--- config.mk ---
export PLATFORM = sky130hd
export DESIGN_NAME = fcc_regs
export DESIGN_NICKNAME = d
export VERILOG_FILES = /design/src/hw/fcc_pkg.sv /design/src/hw/fcc_tick.sv /design/src/hw/fcc_regs.sv
export SDC_FILE = /design/constraint.sdc
export NUM_CORES = 1
export LEC_CHECK = 0
export ABC_CLOCK_PERIOD_IN_PS = 5800
export BUFFER_PORTS_ARGS = -buffer_cell sky130_fd_sc_hd__buf_2
export CORE_ASPECT_RATIO = 0.6
export CORE_MARGIN = 2
export CORE_UTILIZATION = 51
export DETAILED_ROUTE_END_ITERATION = 10
export GPL_TIMING_DRIVEN = 0
export PLACE_DENSITY = 0.69
export SETUP_SLACK_MARGIN = 0.05
export SYNTH_ARGS = -nofsm -noshare
export SYNTH_HDL_FRONTEND = slang
export SYNTH_SLANG_ARGS = --single-unit
--- constraint.sdc ---
create_clock -name clk_sys -period 5.8 [get_ports clk_sys]
set_input_delay 0.29 -clock clk_sys [delete_from_list [all_inputs] [get_ports clk_sys]]
set_output_delay 0.29 -clock clk_sys [all_outputs]
set_load 0.005 [all_outputs]
--- src/hw/fcc_pkg.sv ---
package fcc_pkg;

    // register offsets
    localparam logic [7:0] REG_CFG1 = 8'h00;
    localparam logic [7:0] REG_CFG2 = 8'h01;
    localparam logic [7:0] REG_STAT1 = 8'h02;

    // fan_control_configuration fields
    localparam int CFG1_AUTO = 7;
    localparam int CFG1_SRC_HI = 6;
    localparam int CFG1_SRC_LO = 5;
    localparam int CFG1_FFEN = 4;
    localparam int CFG1_INV = 3;
    localparam int CFG1_ANA = 2;
    localparam int CFG1_INTEN = 1;
    localparam int CFG1_MON = 0;

    // interrupt_and_output_configuration fields
    localparam int CFG2_SRST = 7;
    localparam int CFG2_REM = 5;
    localparam int CFG2_LOC = 4;
    localparam int CFG2_INMASK = 3;
    localparam int CFG2_TACH = 2;
    localparam int CFG2_TO = 1;
    localparam int CFG2_PWM = 0;

    // alarm_status_first fields
    localparam int STAT1_ALARM = 0;

    // variants
    localparam logic [1:0] VAR_LOW_DUTY = 2'h0;
    localparam logic [1:0] VAR_FULL_DUTY = 2'h1;
    localparam logic [1:0] VAR_AUTO = 2'h2;

    // power-on values
    localparam logic [7:0] CFG1_POR_LOW = 8'h09;
    localparam logic [7:0] CFG1_POR_FULL = 8'h01;
    localparam logic [7:0] CFG1_POR_AUTO = 8'h91;
    localparam logic [7:0] CFG2_POR = 8'h7F;
    localparam logic [6:0] DUTY_POR_LOW = 7'h21;
    localparam logic [6:0] DUTY_POR_FULL = 7'h64;
    localparam logic [6:0] DUTY_POR_AUTO = 7'h00;

    // bus address, arbitrary default
    localparam logic [6:0] SLAVE_ADDR_DEF = 7'h2C;

    // timing
    localparam int CLK_KHZ = 50000;
    localparam int MEAS_PERIOD_MS = 250;
    localparam int MEAS_CYC = MEAS_PERIOD_MS * CLK_KHZ;
    localparam int TIMEOUT_US = 25000;
    localparam int TIMEOUT_CYC = (TIMEOUT_US * CLK_KHZ + 999) / 1000;

    typedef enum logic [3:0] {
        ST_IDLE, ST_ADDR, ST_ACKA, ST_CMD, ST_ACKC, ST_WDAT, ST_ACKW, ST_RDAT, ST_RACK
    } fcc_bus_st_t;

    function automatic logic [7:0] fcc_cfg1_por(input logic [1:0] variant);
        case (variant)
            VAR_LOW_DUTY: fcc_cfg1_por = CFG1_POR_LOW;
            VAR_FULL_DUTY: fcc_cfg1_por = CFG1_POR_FULL;
            default: fcc_cfg1_por = CFG1_POR_AUTO;
        endcase
    endfunction

    function automatic logic [6:0] fcc_duty_por(input logic [1:0] variant);
        case (variant)
            VAR_LOW_DUTY: fcc_duty_por = DUTY_POR_LOW;
            VAR_FULL_DUTY: fcc_duty_por = DUTY_POR_FULL;
            default: fcc_duty_por = DUTY_POR_AUTO;
        endcase
    endfunction

endpackage

--- src/hw/fcc_tick.sv ---
module fcc_tick #(
    parameter int PERIOD = fcc_pkg::MEAS_CYC
) (
    // clock and reset
    input wire logic clk_sys,
    input wire logic nrst,
    // control
    input wire logic en,
    // pulse
    output logic tick
);

    localparam int CW = $clog2(PERIOD + 1);
    localparam logic [CW-1:0] LAST = CW'(PERIOD - 1);

    logic [CW-1:0] cnt_r;
    logic [CW-1:0] cnt_nxt;
    logic tick_nxt;

    always_comb begin
        cnt_nxt = cnt_r;
        tick_nxt = 1'b0;
        if (!en) begin
            cnt_nxt = '0;
        end else if (cnt_r == LAST) begin
            cnt_nxt = '0;
            tick_nxt = 1'b1;
        end else begin
            cnt_nxt = cnt_r + CW'(1);
        end
    end

    always_ff @(posedge clk_sys or negedge nrst) begin
        if (!nrst) begin
            cnt_r <= '0;
            tick <= 1'b0;
        end else begin
            cnt_r <= cnt_nxt;
            tick <= tick_nxt;
        end
    end

endmodule

--- src/hw/fcc_regs.sv ---
module fcc_regs #(
    parameter logic [1:0] VARIANT = fcc_pkg::VAR_FULL_DUTY,
    parameter logic [6:0] SLAVE_ADDR = fcc_pkg::SLAVE_ADDR_DEF,
    parameter int MEAS_CYC = fcc_pkg::MEAS_CYC,
    parameter int TIMEOUT_CYC = fcc_pkg::TIMEOUT_CYC
) (
    // clock and reset
    input wire logic clk_sys,
    input wire logic nrst,
    // management bus pins
    input wire logic scl_i,
    input wire logic sda_i,
    output logic sda_o,
    output logic sda_oe,
    // alarm sources and the remote diode fault input
    input wire logic pwm_full_duty,
    input wire logic spinup_active,
    input wire logic thermal_alarm_output_n,
    input wire logic remote_diode_fault,
    // fan control configuration
    output logic auto_mode,
    output logic [1:0] temp_src,
    output logic rpm_mode,
    output logic fan_fail_out_en,
    output logic pwm_active_high,
    output logic tach_analog,
    output logic int_out_en,
    output logic monitor_en,
    output logic fan_ctrl_run,
    output logic meas_tick,
    output logic [6:0] preset_duty,
    // interrupt and output configuration
    output logic remote_int_en,
    output logic local_int_en,
    output logic int_in_mask,
    output logic tach_en,
    output logic bus_timeout_en,
    output logic pwm_out_en,
    // status
    output logic alarm_speed
);

    localparam logic [7:0] CFG1_POR = fcc_pkg::fcc_cfg1_por(VARIANT);
    localparam int TW = $clog2(TIMEOUT_CYC + 1);
    localparam logic [TW-1:0] TO_LAST = TW'(TIMEOUT_CYC - 1);

    // pin synchronisers
    logic scl_q1, scl_s, scl_d;
    logic sda_q1, sda_s, sda_d;

    always_ff @(posedge clk_sys or negedge nrst) begin
        if (!nrst) begin
            scl_q1 <= 1'b1;
            scl_s <= 1'b1;
            scl_d <= 1'b1;
            sda_q1 <= 1'b1;
            sda_s <= 1'b1;
            sda_d <= 1'b1;
        end else begin
            scl_q1 <= scl_i;
            scl_s <= scl_q1;
            scl_d <= scl_s;
            sda_q1 <= sda_i;
            sda_s <= sda_q1;
            sda_d <= sda_s;
        end
    end

    logic scl_rise, scl_fall, bus_start, bus_stop;
    assign scl_rise = scl_s & ~scl_d;
    assign scl_fall = ~scl_s & scl_d;
    assign bus_start = scl_s & scl_d & sda_d & ~sda_s;
    assign bus_stop = scl_s & scl_d & ~sda_d & sda_s;

    // register state
    logic [7:0] cfg1_r, cfg1_nxt;
    logic [7:0] cfg2_r, cfg2_nxt;
    logic run_r, run_nxt;
    logic alarm_r, alarm_nxt;
    logic cond_prev_r, cond_prev_nxt;
    logic por_pend_r, por_pend_nxt;

    // bus state
    fcc_pkg::fcc_bus_st_t st_r, st_nxt;
    logic [3:0] cnt_r, cnt_nxt;
    logic [7:0] sh_r, sh_nxt;
    logic [7:0] tx_r, tx_nxt;
    logic [7:0] ptr_r, ptr_nxt;
    logic rw_r, rw_nxt;
    logic oe_r, oe_nxt;
    logic nack_r, nack_nxt;
    logic [TW-1:0] to_r, to_nxt;
    logic wr_stb, rd_clr;

    function automatic logic [7:0] rd_val(input logic [7:0] addr);
        case (addr)
            fcc_pkg::REG_CFG1: rd_val = cfg1_r;
            fcc_pkg::REG_CFG2: rd_val = {1'b0, cfg2_r[6:0]};
            fcc_pkg::REG_STAT1: rd_val = {7'h00, alarm_r};
            default: rd_val = 8'h00;
        endcase
    endfunction

    always_comb begin
        st_nxt = st_r;
        cnt_nxt = cnt_r;
        sh_nxt = sh_r;
        tx_nxt = tx_r;
        ptr_nxt = ptr_r;
        rw_nxt = rw_r;
        oe_nxt = oe_r;
        nack_nxt = nack_r;
        wr_stb = 1'b0;
        rd_clr = 1'b0;
        if (scl_rise) begin
            case (st_r)
                fcc_pkg::ST_ADDR, fcc_pkg::ST_CMD, fcc_pkg::ST_WDAT: begin
                    sh_nxt = {sh_r[6:0], sda_s};
                    cnt_nxt = cnt_r + 4'h1;
                end
                fcc_pkg::ST_RDAT: cnt_nxt = cnt_r + 4'h1;
                fcc_pkg::ST_RACK: nack_nxt = sda_s;
                default: ;
            endcase
        end
        if (scl_fall) begin
            case (st_r)
                fcc_pkg::ST_ADDR: begin
                    if (cnt_r == 4'h8) begin
                        if (sh_r[7:1] == SLAVE_ADDR) begin
                            st_nxt = fcc_pkg::ST_ACKA;
                            rw_nxt = sh_r[0];
                            oe_nxt = 1'b1;
                        end else begin
                            st_nxt = fcc_pkg::ST_IDLE;
                        end
                    end
                end
                fcc_pkg::ST_ACKA: begin
                    cnt_nxt = 4'h0;
                    if (rw_r) begin
                        st_nxt = fcc_pkg::ST_RDAT;
                        tx_nxt = rd_val(ptr_r);
                        oe_nxt = ~tx_nxt[7];
                    end else begin
                        st_nxt = fcc_pkg::ST_CMD;
                        oe_nxt = 1'b0;
                    end
                end
                fcc_pkg::ST_CMD: begin
                    if (cnt_r == 4'h8) begin
                        ptr_nxt = sh_r;
                        st_nxt = fcc_pkg::ST_ACKC;
                        oe_nxt = 1'b1;
                    end
                end
                fcc_pkg::ST_ACKC, fcc_pkg::ST_ACKW: begin
                    st_nxt = fcc_pkg::ST_WDAT;
                    cnt_nxt = 4'h0;
                    oe_nxt = 1'b0;
                end
                fcc_pkg::ST_WDAT: begin
                    if (cnt_r == 4'h8) begin
                        wr_stb = 1'b1;
                        st_nxt = fcc_pkg::ST_ACKW;
                        oe_nxt = 1'b1;
                    end
                end
                fcc_pkg::ST_RDAT: begin
                    if (cnt_r == 4'h8) begin
                        st_nxt = fcc_pkg::ST_RACK;
                        oe_nxt = 1'b0;
                        rd_clr = (ptr_r == fcc_pkg::REG_STAT1);
                    end else begin
                        tx_nxt = {tx_r[6:0], 1'b0};
                        oe_nxt = ~tx_r[6];
                    end
                end
                fcc_pkg::ST_RACK: begin
                    cnt_nxt = 4'h0;
                    if (nack_r) begin
                        st_nxt = fcc_pkg::ST_IDLE;
                    end else begin
                        st_nxt = fcc_pkg::ST_RDAT;
                        tx_nxt = rd_val(ptr_r);
                        oe_nxt = ~tx_nxt[7];
                    end
                end
                default: ;
            endcase
        end
        // bus timeout on a held-low clock
        if (st_r != fcc_pkg::ST_IDLE && !scl_s && cfg2_r[fcc_pkg::CFG2_TO]) begin
            to_nxt = to_r + TW'(1);
        end else begin
            to_nxt = '0;
        end
        if (to_r == TO_LAST) begin
            st_nxt = fcc_pkg::ST_IDLE;
            oe_nxt = 1'b0;
            to_nxt = '0;
        end
        if (bus_start) begin
            st_nxt = fcc_pkg::ST_ADDR;
            cnt_nxt = 4'h0;
            oe_nxt = 1'b0;
        end
        if (bus_stop) begin
            st_nxt = fcc_pkg::ST_IDLE;
            oe_nxt = 1'b0;
        end
    end

    always_ff @(posedge clk_sys or negedge nrst) begin
        if (!nrst) begin
            st_r <= fcc_pkg::ST_IDLE;
            cnt_r <= 4'h0;
            sh_r <= 8'h00;
            tx_r <= 8'h00;
            ptr_r <= 8'h00;
            rw_r <= 1'b0;
            oe_r <= 1'b0;
            nack_r <= 1'b0;
            to_r <= '0;
        end else begin
            st_r <= st_nxt;
            cnt_r <= cnt_nxt;
            sh_r <= sh_nxt;
            tx_r <= tx_nxt;
            ptr_r <= ptr_nxt;
            rw_r <= rw_nxt;
            oe_r <= oe_nxt;
            nack_r <= nack_nxt;
            to_r <= to_nxt;
        end
    end

    // alarm-speed condition per variant
    logic cond;
    logic cond_rise;
    assign cond = (VARIANT == fcc_pkg::VAR_FULL_DUTY) ?
        (pwm_full_duty & ~spinup_active) : ~thermal_alarm_output_n;
    assign cond_rise = cond & ~cond_prev_r;

    logic wr_mon;
    logic wr_srst;
    assign wr_mon = wr_stb && ptr_r == fcc_pkg::REG_CFG1 && sh_r[fcc_pkg::CFG1_MON];
    assign wr_srst = wr_stb && ptr_r == fcc_pkg::REG_CFG2 && sh_r[fcc_pkg::CFG2_SRST];

    always_comb begin
        cfg1_nxt = cfg1_r;
        cfg2_nxt = cfg2_r;
        run_nxt = run_r;
        alarm_nxt = alarm_r;
        cond_prev_nxt = cond;
        por_pend_nxt = 1'b0;
        if (por_pend_r) begin
            cfg2_nxt[fcc_pkg::CFG2_REM] = ~remote_diode_fault;
        end
        if (wr_stb) begin
            case (ptr_r)
                fcc_pkg::REG_CFG1: begin
                    cfg1_nxt = sh_r;
                    if (wr_mon) begin
                        run_nxt = 1'b1;
                    end
                end
                fcc_pkg::REG_CFG2: begin
                    if (wr_srst) begin
                        cfg1_nxt = CFG1_POR;
                        cfg2_nxt = fcc_pkg::CFG2_POR;
                        run_nxt = 1'b0;
                        alarm_nxt = 1'b0;
                        por_pend_nxt = 1'b1;
                    end else begin
                        cfg2_nxt = {1'b0, sh_r[6:0]};
                    end
                end
                default: ;
            endcase
        end
        if (rd_clr) begin
            alarm_nxt = 1'b0;
        end
        if (cond_rise) begin
            alarm_nxt = 1'b1;
        end
    end

    always_ff @(posedge clk_sys or negedge nrst) begin
        if (!nrst) begin
            cfg1_r <= CFG1_POR;
            cfg2_r <= fcc_pkg::CFG2_POR;
            run_r <= 1'b0;
            alarm_r <= 1'b0;
            cond_prev_r <= 1'b0;
            por_pend_r <= 1'b1;
        end else begin
            cfg1_r <= cfg1_nxt;
            cfg2_r <= cfg2_nxt;
            run_r <= run_nxt;
            alarm_r <= alarm_nxt;
            cond_prev_r <= cond_prev_nxt;
            por_pend_r <= por_pend_nxt;
        end
    end

    // measurement rate divider
    fcc_tick #(
        .PERIOD(MEAS_CYC)
    ) u_meas_tick (
        .clk_sys(clk_sys),
        .nrst(nrst),
        .en(cfg1_r[fcc_pkg::CFG1_MON]),
        .tick(meas_tick)
    );

    // outputs
    assign sda_o = 1'b0;
    assign sda_oe = oe_r;
    assign auto_mode = cfg1_r[fcc_pkg::CFG1_AUTO];
    assign temp_src = cfg1_r[fcc_pkg::CFG1_SRC_HI:fcc_pkg::CFG1_SRC_LO];
    assign rpm_mode = ~cfg1_r[fcc_pkg::CFG1_AUTO] & cfg1_r[fcc_pkg::CFG1_SRC_LO];
    assign fan_fail_out_en = cfg1_r[fcc_pkg::CFG1_FFEN];
    assign pwm_active_high = cfg1_r[fcc_pkg::CFG1_INV];
    assign tach_analog = cfg1_r[fcc_pkg::CFG1_ANA];
    assign int_out_en = cfg1_r[fcc_pkg::CFG1_INTEN];
    assign monitor_en = cfg1_r[fcc_pkg::CFG1_MON];
    assign fan_ctrl_run = run_r & cfg1_r[fcc_pkg::CFG1_MON];
    assign preset_duty = fcc_pkg::fcc_duty_por(VARIANT);
    assign remote_int_en = cfg2_r[fcc_pkg::CFG2_REM];
    assign local_int_en = cfg2_r[fcc_pkg::CFG2_LOC];
    assign int_in_mask = cfg2_r[fcc_pkg::CFG2_INMASK];
    assign tach_en = cfg2_r[fcc_pkg::CFG2_TACH];
    assign bus_timeout_en = cfg2_r[fcc_pkg::CFG2_TO];
    assign pwm_out_en = cfg2_r[fcc_pkg::CFG2_PWM];
    assign alarm_speed = alarm_r;
endmodule

# After elaboration in Yosys (flattened, before gate mapping)
# Cells that the tools add are included.
[word_totals] regBits=105 latchBits=0 ramBits=0 romBits=0 output_inout_bits=27 memories=0
[classes] n_addsub=3 n_mul=0 n_div=0 n_lt_le_gt_ge=0 eq_ne=26 shifts=0 mux=67 bitwise=22 n_reduce_logical=33
[ops] operator="2-to-1 mux 8 bit" count=7
[ops] operator="2-to-1 mux 4 bit" count=13
[ops] operator="2-to-1 mux 24 bit" count=2
[ops] operator="2-to-1 mux 21 bit" count=2
[ops] operator="!= test 5 bit, second input constant" count=6
[ops] operator="2-to-1 mux 1 bit" count=28
[ops] operator="2-to-1 mux 7 bit" count=4
[ops] operator="case mux 4 bit (7 select lines)" count=1
[ops] operator="adder 24 x 1 -> 24 bit, second input constant" count=1
[ops] operator="equality test 24 bit, second input constant" count=1
[ops] operator="case mux 8 bit (3 select lines)" count=1
[ops] operator="adder 21 x 1 -> 21 bit, second input constant" count=1
[ops] operator="equality test 21 bit, second input constant" count=1
[ops] operator="case mux 7 bit (3 select lines)" count=1
[ops] operator="equality test 4 x 3 -> 1 bit, second input constant" count=4
[ops] operator="case mux 8 bit (2 select lines)" count=1
[ops] operator="2-to-1 mux 6 bit" count=2
[ops] operator="AND reduction 6 bit" count=2
[ops] operator="nonzero test 3 bit" count=4
[ops] operator="AND 1 bit" count=11
[ops] operator="inverter 1 bit" count=11
[ops] operator="!= test 2 bit, second input constant" count=5
[ops] operator="nonzero test 10 bit" count=1
[ops] operator="AND reduction 3 bit" count=3
[ops] operator="other kinds (24)" count=38

# Depth between registers and ports, before layout
# Gate-level depths: netlist of the first run.
[depth] ltp_word=12 mapped_depth=9 ltp_nobuf=7

# Modules after synthesis
# A second synthesis of the first run with hierarchy kept.
[hier_totals] hier_cells=526 hier_area_um2=5242.5
[by_module_without_submodules] module="fcc_regs" instances=1 cells_per_inst=392 area_per_inst_um2=3986.3 seq_area_each_um2=2020.7
[by_module_without_submodules] module="fcc_tick" instances=1 cells_per_inst=134 area_per_inst_um2=1256.2 seq_area_each_um2=625.6

# Worst setup path after synthesis of the first run
# Ideal clock, no wire load.
[synth_path] kind="register to register" startpoint="reg u_meas_tick.cnt_r[9]" endpoint="reg u_meas_tick.cnt_r[16]" setup_ns=0.119 arrival_time_ns=1.821 required_time_ns=5.681 setup_slack_ns=3.860 path_stages_with_launch=7 n_path_buf=1 path_cell_list="dfrtp_1 > or4b_1 > or3_1 > nor4_2 > or2b_2 > buf_6 > nor2_1"
[synth_via] elab_chain_cells=3
[synth_lines] item="start, declared" line_no="fcc_tick.sv:16" rtl="logic [CW-1:0] cnt_r;"
[synth_lines] item="start signal, assigned" line_no="fcc_tick.sv:38" rtl="cnt_r <= cnt_nxt;"
[synth_lines] item="adder 24 x 1 -> 24 bit / equality test 24 bit (equally long branches)" line_no="fcc_tick.sv:29, fcc_tick.sv:25"
[synth_lines] item="2-to-1 mux 24 bit *" line_no="fcc_tick.sv:25" rtl="end else if (cnt_r == LAST) begin"
[synth_lines] item="2-to-1 mux 24 bit *" line_no="fcc_tick.sv:23" rtl="if (!en) begin"
[synth_lines] item="net u_meas_tick.cnt_nxt[16]" line_no="fcc_tick.sv:17" rtl="logic [CW-1:0] cnt_nxt;"
# Mark *: on every way through the listed nets, which the timed path passes. The rest lies on a longest branch.
# A chain may end at the register's enable or synchronous reset.

# Final worst setup path of the first run
[layout_path] startpoint="reg st_r[3]" endpoint="reg tx_r[2]"
[layout_via] elab_chain_cells=3
[layout_lines] item="start, declared" line_no="fcc_regs.sv:84" rtl="fcc_pkg::fcc_bus_st_t st_r, st_nxt;"
[layout_lines] item="start signal, assigned" line_no="fcc_regs.sv:216" rtl="st_r <= fcc_pkg::ST_IDLE;"
[layout_lines] item="start signal, assigned" line_no="fcc_regs.sv:226" rtl="st_r <= st_nxt;"
[layout_lines] item="equality test 4 x 3 -> 1 bit, or another cell as far along" line_no="fcc_regs.sv:127" rtl="case (st_r)"
[layout_lines] item="!= test 2 bit (no line) / nonzero test 3 bit (equally long branches)"
[layout_lines] item="AND reduction 5 bit (no line)"
[layout_lines] item="end signal, assigned" line_no="fcc_regs.sv:229" rtl="tx_r <= tx_nxt;"
[layout_lines] item="end, declared" line_no="fcc_regs.sv:87" rtl="logic [7:0] tx_r, tx_nxt;"
# Parallel ways exist; a longest one is shown, timed or not.

==> parameters.txt, run 1 <==
Parameter                              Value

Layout
  Commonest cells after routing, fill and taps aside    sky130_fd_sc_hd__dfrtp_1, sky130_fd_sc_hd__nor2_1, sky130_fd_sc_hd__nand2_1, sky130_fd_sc_hd__xor2_1, sky130_fd_sc_hd__buf_2
  Most common cell after layout, fill and taps aside    sky130_fd_sc_hd__dfrtp_1
  Final cell count without fillers    711
  Net count, final    slightly below 600
  Fraction of final layout cells sized beyond drive strength 1    18.1%
  Diode insertion count for antenna repair    0
  Layout-stage area growth over the synthesis result    12.6%

Setup path
  Path depth of the worst reg2reg path    5
  WP data arrival    ~2.5 ns
  Critical path startpoint category    register
  Max FO, Critical Path    10
  Category of the critical setup timing path    register to register
  Critical path data required time    about 6 ns
  Critical-path top delay cell    sky130_fd_sc_hd__o211ai_1
  Reg-to-Reg Start    st_r[3]
  Slowest stage delay, CP    a little over 0.7 ns
  Critical path capture point type    register
  End of the worst register-to-register path    tx_r[2]
  Critical Path, Cell by Cell    clkbuf_1, nor3_1, a31oi_1, o211ai_1, mux2_2
  Reg-to-reg slack, setup    3.52 ns

Clock network
  Master cell of the clock root buffer    sky130_fd_sc_hd__clkbuf_16
  Number of CTS-inserted buffers    9
  Clock tree buffer depth    2
  Clock tree from TritonCTS    done
  # resized after CTS    0
  Clock-pin transition on the worst setup and hold timing paths    0.07 ns
  Clk sink count    105
  Number of buffers added to fix hold violations after cts    1
  Clock latency on the worst-skew pair    0.35 ns
  H-tree depth reported by CTS    3
  Setup repair bufs after CTS    0

Timing
  Fraction of the cycle the final worst path needs    about two fifths
  Worst Skew    0.00765 ns
  Max Clock Freq    438 MHz
  RSZ-0062 raised after global routing    false
  Number of setup violations in the final report    0
  Total negative slack    0 ns
  Max Transition Viols Final    0
  Headroom to the max-slew limit    32.5%
  Final count of hold timing violations    0
  Post-layout minimum cycle time    roughly 2.3 ns
  Worst Tran Pin Value    approximately 1 ns

Synthesis
  Total of warnings raised by yosys    0
  Post-synth EDFFs    0
  Dominant cells by area after synthesis    sky130_fd_sc_hd__dfrtp_1, sky130_fd_sc_hd__dfstp_2, sky130_fd_sc_hd__nor2_1
  Area share of the largest cell type after synthesis    43.2%
  Most instantiated flip-flop cell in the synthesis netlist    sky130_fd_sc_hd__dfrtp_1
  Flip-flop and latch count after synthesis    105
  Mean instance size in the synthesized netlist    9.89 sq um
  Largest area contributor in the netlist    sky130_fd_sc_hd__dfrtp_1
  Post-synthesis sequential area ratio    50.8%
  Post-synthesis instance area    5210 sq um
  Proportion of synthesized flip-flops having asynchronous set or reset    100%
  Gate Count Post-Synth    527
  Distinct cell type count of the synthesized netlist    58

Min path
  Hold_sp    sda_i
  Capture endpoint of the worst hold path    sda_q1
  Min-Delay Path Depth    1
  Path type of the worst min-delay path    input port to register

Floorplanning
  Cell row count    28
  Initial core utilization    a little over half
  Die W    around 130 microns
  Die Y-Extent    82.3 microns
  Overall die area    11100 sq um
  Core region area    9910 sq um
  Ports    35

Place
  Port Buffers    25
  Gpl congestion    between 0.9 and 1
  Placed wire-length estimate after detailed placement    8210 microns
  Placed instance count    between 600 and 700

Power and ir drop
  Leakage power    2.49 nW
  Share of total power in the clock network    37.1%
  Net switching power    0.000439 W
  Power density of the placed cells    274 nW/um^2
  Share of total power in sequential cells    between 50 and 60%
  Total internal power    between 0.001 and 0.0015 W
  Peak supply drop    0.171 mV
  Share of total power consumed by net switching    roughly 27%
  Comb pwr share    9.9%

Route
  DRC marker count from the first detailed-route iteration    between 300 and 400
  DRC viols    0
  Number of routed nets with antenna violations    0
  Number of detailed-routing iterations run before antenna repair    5
  Via count    3931
  Total detailed-routing wirelength    around 11000 microns
  Per-cell via count in the routed design    approximately 5.5
  Detail-routed net length per standard cell    15.8 microns

Global routing
  Number of global-route vias before repair    3710
  Maximum number of pins on one net before global-route repair    68
  Grt ovf    0
  First-pass GRT wire length    18500 microns
  Tot GR Track Use    roughly 22%
  Antenna violations before repair    0

Status
  Result of the run    finished clean

Run
  Max-cap violations    0
power groups by stage:
stage,clock network (W),logic (W),registers [W]
finish,0.000597,0.000159,0.000851
global route,0.000640,0.000181,0.000855
CTS,0.000612,0.000159,0.000847
detailed placement,0,0.000157,0.000861
global placement,0,0.000150,0.000859
floorplan,0,0.000114,0.000827
through the flow:
step           total power [W]  hold slack, ns  setup slack (ns)  utilization, %  instance area (sq um)
2_1_floorplan         0.000941        -0.00559              3.86               -                   5230
3_3_place_gp           0.00101           0.346              3.34            55.8                   5530
4_1_cts                0.00162          0.0192              3.55            59.2                   5870
5_1_grt                0.00168          0.0218              3.41            59.2                   5870
6_report               0.00161          0.0304              3.52            59.2                   5870
3_5_place_dp           0.00102           0.295              3.59            56.1                   5560
logic make-up after synthesis:
family,after synthesis,share of synthesized area (%)
buf+inv,35,3.53
xor+xnor,45,7.56
simple gates,244,23.3
compound gates,60,6.96
flops,105,50.8
fa+ha+maj,4,0.960
mux,32,6.72
other cells,2,0.144
cell usage after synthesis, drive strengths merged, types with 7 or more instances:
cell,count
dfrtp,90
nor2,85
nand2,49
xor2,27
mux2,24
nand3,24
o21ai,23
xnor2,18
a21oi,15
buf,15
dfstp,15
nand4,15
inv,13
nor3,10
and3,8
mux2i,8
nor2b,8
clkbuf,7
layer usage:
metal	up-vias	global-route usage, %	share of wire, %
li1	1888	-	-
met1	1928	32.9	51
met2	106	31.6	41
met3	9	5.01	6.5
met4	0	5.89	0.72
met5	-	0	0
area by class of cell:
| class | count | area, sq um |
|---|---|---|
| fillers | 852 | 4050 |
| flip-flops and latches | 105 | 2650 |
| multi-input cells | 393 | 2400 |
| clock buffers | 11 | 253 |
| well taps | 135 | 169 |
| repair buffers | 27 | 165 |
| plain buffers | 22 | 135 |
| inverters | 13 | 48.8 |
| clock inverters | 5 | 45.0 |
critical path: cells and delay by family (launching register included):
family                 cells  cell delay (ns)
flip-flops                 1             0.47
multiplexers               1             0.41
AO/OA/AOI/OAI              2             0.79
AND/OR/NAND/NOR            1             0.24
buffers and inverters      1             0.25
registers in the layout, indices dropped and copies added, names as in the netlist, 4 cells and up:
| register | flops |
|---|---|
| tx_r | 7 |
| cfg2_r | 7 |
| st_r | 4 |
| sh_r | 8 |
| to_r | 21 |
| cnt_r | 4 |
| cfg1_r | 8 |
| u_meas_tick.cnt_r | 24 |
| ptr_r | 8 |
worst max-delay path by stage:
stage                                     from                     to  slack (ns)  cells after the start
after floorplan           u_meas_tick.cnt_r[9]  u_meas_tick.cnt_r[16]        3.86                      6
after global placement                    nrst  u_meas_tick.cnt_r[13]        3.34                      1
after detailed placement               st_r[3]                tx_r[2]        3.59                      5
after CTS                             ptr_r[3]              cfg1_r[7]        3.55                      6
after global routing                   st_r[3]                tx_r[2]        3.41                      5
final                                  st_r[3]                tx_r[2]        3.52                      5
Note: power is estimated with default switching activity, not from simulation.
==> run 2: changes to the inputs <==
--- a/config.mk
+++ b/config.mk
@@ -5,14 +5,15 @@
 export SDC_FILE = /design/constraint.sdc
 export NUM_CORES = 1
 export LEC_CHECK = 0
-export ABC_CLOCK_PERIOD_IN_PS = 5800
+export ABC_AREA = 1
+export ABC_CLOCK_PERIOD_IN_PS = 2100
 export BUFFER_PORTS_ARGS = -buffer_cell sky130_fd_sc_hd__buf_2
 export CORE_ASPECT_RATIO = 0.6
 export CORE_MARGIN = 2
 export CORE_UTILIZATION = 51
 export DETAILED_ROUTE_END_ITERATION = 10
 export GPL_TIMING_DRIVEN = 0
-export PLACE_DENSITY = 0.69
+export PLACE_DENSITY = 0.71
 export SETUP_SLACK_MARGIN = 0.05
 export SYNTH_ARGS = -nofsm -noshare
 export SYNTH_HDL_FRONTEND = slang
==> constraint.sdc (replaced) <==
create_clock -name clk_sys -period 2.1 [get_ports clk_sys]
set_input_delay 0.105 -clock clk_sys [delete_from_list [all_inputs] [get_ports clk_sys]]
set_output_delay 0.105 -clock clk_sys [all_outputs]
set_load 0.005 [all_outputs]
==> parameters.txt, run 2 <==
Parameter                              Value

Global routing
  Antenna violations before repair    0 (unchanged)
  Grt ovf    0 (unchanged)
  Maximum number of pins on one net before global-route repair    71 (+4.4%)
  Number of global-route vias before repair    4657 (+26%)
  First-pass GRT wire length    22900 microns (+24%)
  Tot GR Track Use    23.9% (+2.1 points)

Clock network
  Master cell of the clock root buffer    sky130_fd_sc_hd__clkbuf_16
  Clock tree from TritonCTS    done
  Number of CTS-inserted buffers    9 (unchanged)
  Setup repair bufs after CTS    0 (unchanged)
  H-tree depth reported by CTS    3 (unchanged)
  Clock latency on the worst-skew pair    0.35 ns (about the same)
  Clock-pin transition on the worst setup and hold timing paths    0.07 ns (about the same)
  Clk sink count    105 (unchanged)
  Clock tree buffer depth    2 (unchanged)

Layout
  Commonest cells after routing, fill and taps aside    sky130_fd_sc_hd__nand2_1, sky130_fd_sc_hd__nor2_1, sky130_fd_sc_hd__inv_1, sky130_fd_sc_hd__dfrtp_1, sky130_fd_sc_hd__nand3_1
  Post-route standard cell area excluding fillers    6520 sq um (+11%)
  Largest registers    u_meas_tick.cnt_r: 24 flops, to_r: 21 flops
  Max FFs per register    24 (unchanged)
  Most common cell after layout, fill and taps aside    sky130_fd_sc_hd__nand2_1
  Filler instances    1023 (+20%)
  Total area of multi-input combinational cells    2650 sq um (+10%)
  Register cell area after layout    2650 sq um (unchanged)
  Top reg by flops    u_meas_tick.cnt_r
  Diode insertion count for antenna repair    0 (unchanged)
  Layout-stage area growth over the synthesis result    13.1%
  Net count, final    830 (+42%)
  Fraction of final layout cells sized beyond drive strength 1    15.4% (-2.6 points)

Power and ir drop
  Total internal power    0.00335 W (+190%)
  Share of total power in sequential cells    49.2% (-3.7 points)
  Comb pwr share    6.4% (-3.5 points)
  Final Power    0.00437 W (+170%)
  Net switching power    0.00102 W (+130%)
  Leakage power    3.08 nW (+24%)
  Power density of the placed cells    670 nW/um^2 (+140%)
  Share of total power consumed by net switching    23.2% (-4.1 points)
  Peak supply drop    0.394 mV (+130%)
  Share of total power in the clock network    44.4% (+7.3 points)

Timing
  Headroom to the max-slew limit    61.2% (+29 points)
  Total negative slack    0 ns (unchanged)
  Final count of hold timing violations    0 (unchanged)
  RSZ-0062 raised after global routing    false
  Post-layout minimum cycle time    1.88 ns (-0.400 ns)
  Max Transition Viols Final    0 (unchanged)
  Fraction of the cycle the final worst path needs    89.7% (+50 points)
  Worst Skew    0.00417 ns (-0.00348 ns)
  Max Clock Freq    531 MHz (+21%)
  Number of setup violations in the final report    0 (unchanged)
  Worst Tran Pin Value    0.581 ns (-0.423 ns)

Setup path
  Critical path capture point type    register
  Slowest stage delay, CP    0.40 ns (-0.31 ns)
  End of the worst register-to-register path    u_meas_tick.cnt_r[15]
  Category of the critical setup timing path    register to register
  Max FO, Critical Path    10 (unchanged)
  Reg-to-Reg Start    u_meas_tick.cnt_r[0]
  Critical path startpoint category    register
  Critical-path top delay cell    sky130_fd_sc_hd__dfrtp_1
  Critical path's most frequent cell    sky130_fd_sc_hd__nand3_1
  Reg-to-reg slack, setup    0.22 ns (-3.30 ns)
  Critical Path, Cell by Cell    ha_1, nand3_1, inv_2, nand2_1, nor2_1, nand3_1, nand2_2, clkbuf_4, nor3_1
  Critical path data required time    2.35 ns (-3.69 ns)
  Path depth of the worst reg2reg path    9 (+4)
  WP data arrival    2.13 ns (-0.39 ns)

Synthesis
  Dominant cells by area after synthesis    sky130_fd_sc_hd__dfrtp_1, sky130_fd_sc_hd__nand2_1, sky130_fd_sc_hd__nor2_1
  Post-synthesis instance area    5770 sq um (+11%)
  Mean instance size in the synthesized netlist    7.49 sq um (-24%)
  Largest area contributor in the netlist    sky130_fd_sc_hd__dfrtp_1
  Flip-flop and latch count after synthesis    105 (unchanged)
  Proportion of synthesized flip-flops having asynchronous set or reset    100% (unchanged)
  Distinct cell type count of the synthesized netlist    43 (-26%)
  Post-synthesis sequential area ratio    45.9% (-4.9 points)
  Commonest cells post-synth    sky130_fd_sc_hd__nand2_1, sky130_fd_sc_hd__nor2_1, sky130_fd_sc_hd__inv_1, sky130_fd_sc_hd__dfrtp_1, sky130_fd_sc_hd__nand3_1
  Total of warnings raised by yosys    0 (unchanged)
  Most instantiated flip-flop cell in the synthesis netlist    sky130_fd_sc_hd__dfrtp_1
  Gate Count Post-Synth    770 (+46%)
  Area share of the largest cell type after synthesis    39.1% (-4.2 points)
  Leading cell type by number of instances after synthesis    sky130_fd_sc_hd__nand2_1
  Post-synth EDFFs    0 (unchanged)

Run
  Max-cap violations    0 (unchanged)

Place
  Post-place instance area    6120 sq um (+10%)
  Port Buffers    25 (unchanged)
  Gpl congestion    0.998 (+5.4%)
  Placed wire-length estimate after detailed placement    10500 microns (+27%)

Floorplanning
  Die W    141 microns (+5.0%)
  Initial core utilization    51.7% (-0.83 points)
  Core region area    11100 sq um (+12%)
  Cell row count    30 (+7.1%)
  Overall die area    12200 sq um (+10%)
  Die Y-Extent    86.4 microns (+4.9%)
  Ports    35 (unchanged)

Route
  Per-cell via count in the routed design    5.27 (-4.7%)
  DRC viols    0 (unchanged)
  Number of detailed-routing iterations run before antenna repair    5 (unchanged)
  Total detailed-routing wirelength    14000 microns (+25%)
  Number of routed nets with antenna violations    0 (unchanged)
  Detail-routed net length per standard cell    14.5 microns (-8.3%)
  Via count    5097 (+30%)
  DRC marker count from the first detailed-route iteration    566 (+72%)

Min path
  Hold_sp    remote_diode_fault
  Path type of the worst min-delay path    input port to register
  Capture endpoint of the worst hold path    cfg2_r[5]
  Min-Delay Path Depth    4 (+3)

Status
  Result of the run    finished clean
[run 2: changes by cell type in the layout (fill, tap and decap cells not counted), moves of 16 or more]
cell,before,now
sky130_fd_sc_hd__xor2_1,27,7
sky130_fd_sc_hd__nor2_1,85,110
sky130_fd_sc_hd__mux2_2,24,0
sky130_fd_sc_hd__nand2_1,49,207
sky130_fd_sc_hd__nor3_1,10,26
sky130_fd_sc_hd__inv_1,13,91
sky130_fd_sc_hd__nand3_1,24,55
sky130_fd_sc_hd__xnor2_1,18,2
[run 2: worst max-delay path by stage]
stage	start	end	slack (ns)	cells past startpoint
after CTS	u_meas_tick.cnt_r[0]	u_meas_tick.cnt_r[15]	0.17	9
after detailed placement	u_meas_tick.cnt_r[0]	u_meas_tick.cnt_r[15]	0.18	9
after global placement	nrst	u_meas_tick.cnt_r[21]	-0.24	1
final	u_meas_tick.cnt_r[0]	u_meas_tick.cnt_r[15]	0.22	9
after floorplan	scl_d	cfg1_r[5]	0.57	8
after global routing	cnt_r[0]	alarm_speed	0.08	11
[run 2: cell type report]
cell class | instances | area share, %
multi-input combinational | 554 | 40.7
sequential | 105 | 40.6
inverter | 104 | 6.08
clock buffer | 10 | 3.51
timing repair buffer | 31 | 3.15
tap | 144 | 2.76
clock inverter | 6 | 1.73
buffer | 13 | 1.53
[run 2: kinds of logic (layout without fill, tap and decap cells)]
logic type / Yosys count / count (layout) / share of synthesized area [%]
buffers and inverters: 117 / 164 / 8.57
XOR/XNOR: 9 / 9 / 1.37
flip-flops: 105 / 105 / 45.9
other: 2 / 8 / 0.130
AND/OR/NAND/NOR: 456 / 456 / 35.0
AO/OA/AOI/OAI: 77 / 77 / 8.14
adder cells (fa/ha/maj): 4 / 4 / 0.868
[run 2: layer usage]
metal  share of wire, %  vias to the layer above  track usage, %  wire, microns
li1                   -                     2525               -              -
met1                 50                     2334            38.7           7020
met2                 39                      226            32.0           5460
met3                 10                       12            6.30           1430
met4               0.66                        0            4.18             93
met5                  0                        -               0              0
[run 2: metrics by stage]
step / cells / util, % / worst slack [ns] / hold WS, ns
after floorplan: 776 / - / 0.567 / -0.191
after global placement: 945 / 54.7 / -0.235 / 0.210
after detailed placement: 946 / 54.9 / 0.176 / 0.0961
after CTS: 967 / 58.5 / 0.168 / 0.0379
after global routing: 967 / 58.5 / 0.0785 / 0.0778
final: 967 / 58.5 / 0.216 / 0.0419
[run 2: worst max-delay path: cells and delay by family (launching register included)]
kind / cells / cell delay (ns)
DFF: 1 / 0.40
adders and majority gates: 1 / 0.23
and+or+nand+nor: 6 / 0.83
buffers and inverters: 2 / 0.33
[run 2: what timing repair did]
| item | 4_1_cts | 5_1_grt |
|---|---|---|
| hold buffers | 5 | 0 |
| endpoints found under the setup margin | 0 | 16 |
| endpoints found under the hold margin | 38 | 0 |
| gates resized for setup | 0 | 5 |
[run 2: power by group through the flow]
stage	clock (W)	combinational [W]	sequential (W)
CTS	0.00198	0.000280	0.00215
global route	0.00206	0.000319	0.00216
finish	0.00194	0.000281	0.00215
floorplan	0	0.000168	0.00216
global placement	0	0.000254	0.00218
detailed placement	0	0.000271	0.00219
